[config.mk]
export PLATFORM = sky130hd
export DESIGN_NAME = dac_converter_flat
export DESIGN_NICKNAME = d
export VERILOG_FILES = /design/src/inc/dac_pkg.sv /design/src/inc/dac_link_if.sv /design/src/core/dac_converter.sv /design/src/flat_wrapper.sv
export SDC_FILE = /design/constraint.sdc
export NUM_CORES = 1
export LEC_CHECK = 0
export BUFFER_PORTS_ARGS = -buffer_cell sky130_fd_sc_hd__buf_2
export CAP_MARGIN = 0
export CORE_MARGIN = 8
export CORE_UTILIZATION = 28
export CTS_CLUSTER_DIAMETER = 30
export CTS_CLUSTER_SIZE = 28
export DETAILED_ROUTE_END_ITERATION = 6
export PLACE_DENSITY_LB_ADDON = 0.1
export SLEW_MARGIN = 20
export SYNTH_ARGS = -nofsm -noshare
export SYNTH_HDL_FRONTEND = slang
export SYNTH_SLANG_ARGS = --single-unit
[constraint.sdc]
create_clock -name clk -period 3.54 [get_ports clk]
set_input_delay 0.708 -clock clk [delete_from_list [all_inputs] [get_ports clk]]
set_output_delay 0.708 -clock clk [all_outputs]
set_load 0.05 [all_outputs]
[src/inc/dac_pkg.sv]
// shared constants and types for the converter front end and its data source
package dac_pkg;
    localparam int SAMPLE_W = 10;
    localparam int FIFO_DEPTH = 32;
    localparam int CLK_PERIOD_NS = 50;
    localparam int WAKE_TIME_US = 50;
    localparam int WAKE_CYCLES = (WAKE_TIME_US * 1000) / CLK_PERIOD_NS;
    localparam int WAKE_CNT_W = 10;
    localparam logic [SAMPLE_W-1:0] SAMPLE_RST = 10'h000;
    localparam logic [WAKE_CNT_W-1:0] WAKE_CNT_MAX = WAKE_CNT_W'(WAKE_CYCLES - 1);

    typedef enum logic [3:0] {
        MODE_SHUTDOWN = 4'h1,
        MODE_STANDBY = 4'h2,
        MODE_WAKING = 4'h4,
        MODE_ACTIVE = 4'h8
    } mode_t;
endpackage

[src/inc/dac_link_if.sv]
// link between data source and converter front end
`timescale 1ns/100ps
interface dac_link_if;
    logic [dac_pkg::SAMPLE_W-1:0] sample;
    logic power_down_select;
    logic converter_enable;
    logic reference_enable_n;

    modport converter (
        input sample,
        input power_down_select,
        input converter_enable,
        input reference_enable_n
    );
    modport source (
        output sample,
        output power_down_select,
        output converter_enable,
        output reference_enable_n
    );
endinterface

[src/core/dac_converter.sv]
// converter front end: sample path and power mode control
`timescale 1ns/100ps
// What this block does
// RULE_01: capture latch then converter register drives array
// RULE_02: capture whole word every rising edge
// RULE_03: output follows one clock after capture
// RULE_04: ten-bit parallel word, one per clock
// RULE_05: source keeps clock at most 40MHz
// RULE_06: both selects low gives standby, outputs off
// RULE_07: enable high leaves standby after 50us
// RULE_08: power-down high gives shutdown, all off
// RULE_09: shutdown exit needs 50us to settle
// RULE_10: wake-up resumes last value before standby
// RULE_11: low reference enable selects internal reference
module dac_converter (
    // clock and reset
    input wire logic clk,
    input wire logic rst,
    // link
    dac_link_if.converter link,
    // analog array control
    output logic [dac_pkg::SAMPLE_W-1:0] array_code,
    output logic array_enable,
    output logic output_drive_en,
    output logic reference_on,
    output logic amplifier_on,
    output logic internal_reference_sel,
    output logic settled,
    output dac_pkg::mode_t mode
);
    logic [dac_pkg::SAMPLE_W-1:0] capture_q;
    logic [dac_pkg::SAMPLE_W-1:0] convert_q;
    logic pd_meta_q, pd_q, en_meta_q, en_q, ren_meta_q, ren_q;
    dac_pkg::mode_t mode_q;
    dac_pkg::mode_t mode_d;
    logic [dac_pkg::WAKE_CNT_W-1:0] wake_cnt_q;

    // mode decoding shared by the output flops
    function automatic logic drives_array(input dac_pkg::mode_t m);
        return (m == dac_pkg::MODE_WAKING) || (m == dac_pkg::MODE_ACTIVE);
    endfunction

    function automatic logic keeps_reference(input dac_pkg::mode_t m);
        return (m != dac_pkg::MODE_SHUTDOWN);
    endfunction

    // ------------------------------------------------------------
    // control pin synchronisers
    // ------------------------------------------------------------
    always_ff @(posedge clk or posedge rst) begin
        if (rst) begin
            pd_meta_q <= 1'b1;
            pd_q <= 1'b1;
            en_meta_q <= 1'b0;
            en_q <= 1'b0;
            ren_meta_q <= 1'b0;
            ren_q <= 1'b0;
        end else begin
            pd_meta_q <= link.power_down_select;
            pd_q <= pd_meta_q;
            en_meta_q <= link.converter_enable;
            en_q <= en_meta_q;
            ren_meta_q <= link.reference_enable_n;
            ren_q <= ren_meta_q;
        end
    end

    // ------------------------------------------------------------
    // sample path
    // ------------------------------------------------------------
    always_ff @(posedge clk or posedge rst) begin
        if (rst) begin
            capture_q <= dac_pkg::SAMPLE_RST;
        end else begin
            capture_q <= link.sample; // RULE_02 RULE_04
        end
    end

    // converter register holds while powered down
    always_ff @(posedge clk or posedge rst) begin
        if (rst) begin
            convert_q <= dac_pkg::SAMPLE_RST;
        end else if (mode_q == dac_pkg::MODE_ACTIVE) begin
            convert_q <= capture_q; // RULE_01 RULE_03 RULE_10
        end
    end

    // ------------------------------------------------------------
    // power mode
    // ------------------------------------------------------------
    always_comb begin
        mode_d = mode_q;
        if (pd_q) begin
            mode_d = dac_pkg::MODE_SHUTDOWN; // RULE_08
        end else if (!en_q) begin
            mode_d = dac_pkg::MODE_STANDBY; // RULE_06
        end else begin
            case (mode_q)
                dac_pkg::MODE_SHUTDOWN: mode_d = dac_pkg::MODE_WAKING; // RULE_09
                dac_pkg::MODE_STANDBY: mode_d = dac_pkg::MODE_WAKING; // RULE_07
                dac_pkg::MODE_WAKING: begin
                    if (wake_cnt_q == dac_pkg::WAKE_CNT_MAX) begin
                        mode_d = dac_pkg::MODE_ACTIVE;
                    end
                end
                dac_pkg::MODE_ACTIVE: mode_d = dac_pkg::MODE_ACTIVE;
                default: mode_d = dac_pkg::MODE_SHUTDOWN;
            endcase
        end
    end

    always_ff @(posedge clk or posedge rst) begin
        if (rst) begin
            mode_q <= dac_pkg::MODE_SHUTDOWN;
        end else begin
            mode_q <= mode_d;
        end
    end

    // settling count
    always_ff @(posedge clk or posedge rst) begin
        if (rst) begin
            wake_cnt_q <= '0;
        end else if (mode_q == dac_pkg::MODE_WAKING) begin
            wake_cnt_q <= wake_cnt_q + 1'b1; // RULE_07 RULE_09
        end else begin
            wake_cnt_q <= '0;
        end
    end

    // ------------------------------------------------------------
    // registered outputs
    // ------------------------------------------------------------
    // converter register drives the array directly: one clock latency
    assign array_code = convert_q; // RULE_01 RULE_03

    // current array and output stage
    always_ff @(posedge clk or posedge rst) begin
        if (rst) begin
            array_enable <= 1'b0;
            output_drive_en <= 1'b0;
        end else begin
            array_enable <= drives_array(mode_d); // RULE_06
            output_drive_en <= drives_array(mode_d); // RULE_10
        end
    end

    // reference and control amplifier
    always_ff @(posedge clk or posedge rst) begin
        if (rst) begin
            reference_on <= 1'b0;
            amplifier_on <= 1'b0;
            internal_reference_sel <= 1'b0;
        end else begin
            reference_on <= keeps_reference(mode_d); // RULE_08
            amplifier_on <= keeps_reference(mode_d);
            internal_reference_sel <= !ren_q && keeps_reference(mode_d); // RULE_11
        end
    end

    // status
    always_ff @(posedge clk or posedge rst) begin
        if (rst) begin
            settled <= 1'b0;
            mode <= dac_pkg::MODE_SHUTDOWN;
        end else begin
            settled <= (mode_d == dac_pkg::MODE_ACTIVE);
            mode <= mode_d;
        end
    end
endmodule

[src/flat_wrapper.sv]
// flat-port wrapper written by rule: the top's interface ports become plain ports
module dac_converter_flat 
  (clk, rst, array_code, array_enable, output_drive_en, reference_on, amplifier_on, internal_reference_sel, settled, mode, link_sample, link_power_down_select, link_converter_enable, link_reference_enable_n);
  dac_link_if link_i ();
  input wire logic clk;
  input wire logic rst;
  output logic [dac_pkg::SAMPLE_W-1:0] array_code;
  output logic array_enable;
  output logic output_drive_en;
  output logic reference_on;
  output logic amplifier_on;
  output logic internal_reference_sel;
  output logic settled;
  output dac_pkg::mode_t mode;
  input wire logic [$bits(link_i.sample)-1:0] link_sample;
  input wire logic [$bits(link_i.power_down_select)-1:0] link_power_down_select;
  input wire logic [$bits(link_i.converter_enable)-1:0] link_converter_enable;
  input wire logic [$bits(link_i.reference_enable_n)-1:0] link_reference_enable_n;
  assign link_i.sample = link_sample;
  assign link_i.power_down_select = link_power_down_select;
  assign link_i.converter_enable = link_converter_enable;
  assign link_i.reference_enable_n = link_reference_enable_n;
  dac_converter u_core (.clk(clk), .rst(rst), .link(link_i), .array_code(array_code), .array_enable(array_enable), .output_drive_en(output_drive_en), .reference_on(reference_on), .amplifier_on(amplifier_on), .internal_reference_sel(internal_reference_sel), .settled(settled), .mode(mode));
endmodule
==> flow_summary_export.csv <==
group,metric,value,unit
place,placed_cells,219,
place,dpl.hpwl,2190,um
setup_path,worstPathMaxFanout,11,
detailed_routing,wl,2990,um
cells_and_area,n_antenna_cell,0,
sta,slew_viol_final,0,
synthesis,syn-cell-area,1600,um^2
synthesis,synth_fp_nets,131,
clock_tree,postCtsSetupRepairBufs,0,
place,io_buffer_count,34,
power_and_ir_drop,comb_power_share,0.084,
detailed_routing,route.antenna.remaining_nets,0,
power_and_ir_drop,sw_frac_of_total,0.251,
global_route,antenna_found_initial,0,
setup_path,endpoint_kind,"register",
synthesis,synth.avg_cell_area,13.9,um^2
cells_and_area,final_core_util,0.353,
floorplan,num_rows,27,
power_and_ir_drop,p_int,0.680,mW
global_route,grt_max_degree,26,
floorplan,top_level_ports,35,
cells_and_area,area_growth,21.4,%
synthesis,ys_seq_area_frac,0.691,
setup_path,cp-start-kind,"register",
sta,period_share,0.553,
cells_and_area,final_cells,227,
synthesis,ys_seq_elements,44,
power_and_ir_drop,p_clk_frac,0.331,
cells_and_area,final_net_count,170,
setup_path,critPathRequiredTime,3.75,ns
global_route,grt_pass1_wl,5600,um
setup_path,crit_type,"reg2reg",
clock_tree,cts_resized,0,
detailed_routing,drtIter0Drc,47,
place,place_congestion,0.679,
clock_tree,cts_sinks,44,
power_and_ir_drop,leakage,0.917,nW
hold_path,min_path_cells,0,
cells_and_area,multiInputGateArea,465,um^2
detailed_routing,wl_per_cell,13.2,um
cells_and_area,fillers,555,
floorplan,die_area,8390,um^2
synthesis,yosysWarningCount,0,
outcome,status,"complete, no violations",
clock_tree,htree_levels,2,
clock_tree,cts-root-buf,"clkbuf_8",
sta,hold_viol,0,
detailed_routing,drc,0,
power_and_ir_drop,power_switching,0.227,mW
global_route,grt_pass1_vias,1212,
sta,max-slew-margin-rel,0.410,
detailed_routing,first_pass_iters,4,
sta,max_clock_freq,0.511,GHz
floorplan,start_util,0.290,
clock_tree,cts_tree,"done",
synthesis,synth_top_area_frac,0.642,
setup_path,worstPathArrival,2.17,ns
sta,worstMarginPinSlew,0.880,ns
clock_tree,holdBufCountCts,0,
synthesis,synth.distinct_cells,29,
global_route,grt-ovfl-total,0,
sta,min_period,1.96,ns
cells_and_area,final_cell_mix,"dfrtp_1, buf_2, mux2_2, a21oi_1",
floorplan,core-area,5510,um^2
synthesis,yosys.area.top_type,"dfrtp_1",
detailed_routing,viasPerCell,4.51,
floorplan,die_y,91.6,um
cells_and_area,final_layout_size_suffix_gt1_frac,0.381,
job,max_cap_viol_count,0,
synthesis,synth_edf_count,0,
clock_tree,clock_path_buffers,2,
sta,skew,0.00538,ns
clock_tree,cts_buffers,5,
global_route,grt_util_all_layers,0.0822,
cells_and_area,final_common_cell,"dfrtp_1",
sta,tns,0,ns
power_and_ir_drop,ir_drop,0.175,mV
power_and_ir_drop,p_per_area,467,nW/um^2
synthesis,async_flop_share,1.00,
power_and_ir_drop,seqPwrFrac,0.585,
sta,rsz0062_at_grt,"no",
clock_tree,insertion_delay,0.29,ns
cells_and_area,regArea,1100,um^2
synthesis,syn_inst,115,
detailed_routing,num_vias,1023,
setup_path,reg2reg_depth,3,
clock_tree,clk_pin_slew,0.08,ns
power_and_ir_drop,power,0.907,mW
synthesis,synth_ff_type,"dfrtp_1",
synthesis,yosys-top-cells-area,"dfrtp_1, mux2_2, dfstp_2, a21oi_1, xor2_1",
sta,setup_viol,0,
floorplan,die_w,91.6,um
hold_path,hold_path_class,"reg2reg",
## power groups by stage
stage / Combinational [mW] / Sequential [mW] / Clock, mW
after floorplan: 0.0352 / 0.561 / 0
after global placement: 0.0783 / 0.540 / 0
after detailed placement: 0.0785 / 0.541 / 0
after CTS: 0.0786 / 0.531 / 0.318
after global routing: 0.0827 / 0.534 / 0.336
final: 0.0764 / 0.531 / 0.300
## flip-flops by register name, indices dropped and copies added (netlist names), 4 cells and up
name               flops
u_core.array_code     10
u_core.capture_q      10
u_core.mode_q          4
u_core.wake_cnt_q     10
## worst max-delay path: stages (launching register included)
cell,delay [ns]
dfrtp_1,0.47
or4b_1,0.75
or4_1,0.49
a21oi_1,0.17
## cells in the mapped netlist (3+ instances only)
master / n
xor2_1: 3
o21ai_0: 3
a21oi_1: 9
nand2_1: 3
or3_1: 4
o31ai_1: 3
mux2_2: 10
nand3_1: 3
or4_1: 3
nor2_1: 5
dfrtp_1: 41
dfstp_2: 3
inv_1: 3
## area by class of cell
class	instances	share of cell area
inverters	3	0.00580
clock inverters	2	0.00644
clock buffers	6	0.0374
well taps	72	0.0464
multi-input cells	64	0.240
flip-flops and latches	44	0.569
repair buffers	36	0.0954
## stage by stage
step / setup WS [ns] / instance area [um^2] / hold WS (ns)
floorplan: 1.72 / 1600 / 0.331
global placement: 1.63 / 1860 / 0.333
detailed placement: 1.59 / 1860 / 0.335
CTS: 1.56 / 1940 / 0.354
global route: 1.43 / 1940 / 0.361
finish: 1.58 / 1940 / 0.351
## layer usage
layer | wire, um | up-vias | global-route usage
li1 | - | 487 | -
met2 | 1400 | 27 | 0.131
met1 | 1390 | 505 | 0.0934
met4 | 32 | 0 | 0.0327
met3 | 180 | 4 | 0.0379
met5 | 0 | - | 0
## cells by family (layout without fill, tap and decap cells)
kind of cell	after synthesis	in the layout	share of synthesized area
adders and majority gates	1	1	0.00782
muxes	10	10	0.0704
buffers and inverters	7	47	0.0219
DFF	44	44	0.691
AOI/OAI and AO/OA	18	18	0.0657
and+or+nand+nor	30	30	0.116
xor gates and xnor gates	5	5	0.0274
## path summary, 6_finish.rpt
check | from | to | slack [ns]
max | u_core.mode_q[1] | u_core.settled | 1.58
min | u_core.en_meta_q | u_core.en_q | 0.35
max reg2reg | u_core.mode_q[1] | u_core.settled | 1.58
min reg2reg | u_core.en_meta_q | u_core.en_q | 0.35
max in group asynchronous | rst | u_core.mode_q[0] | 2.30
min in group asynchronous | rst | u_core.array_code[2] | 0.49
No activity file was read; power rests on OpenSTA's default activity.
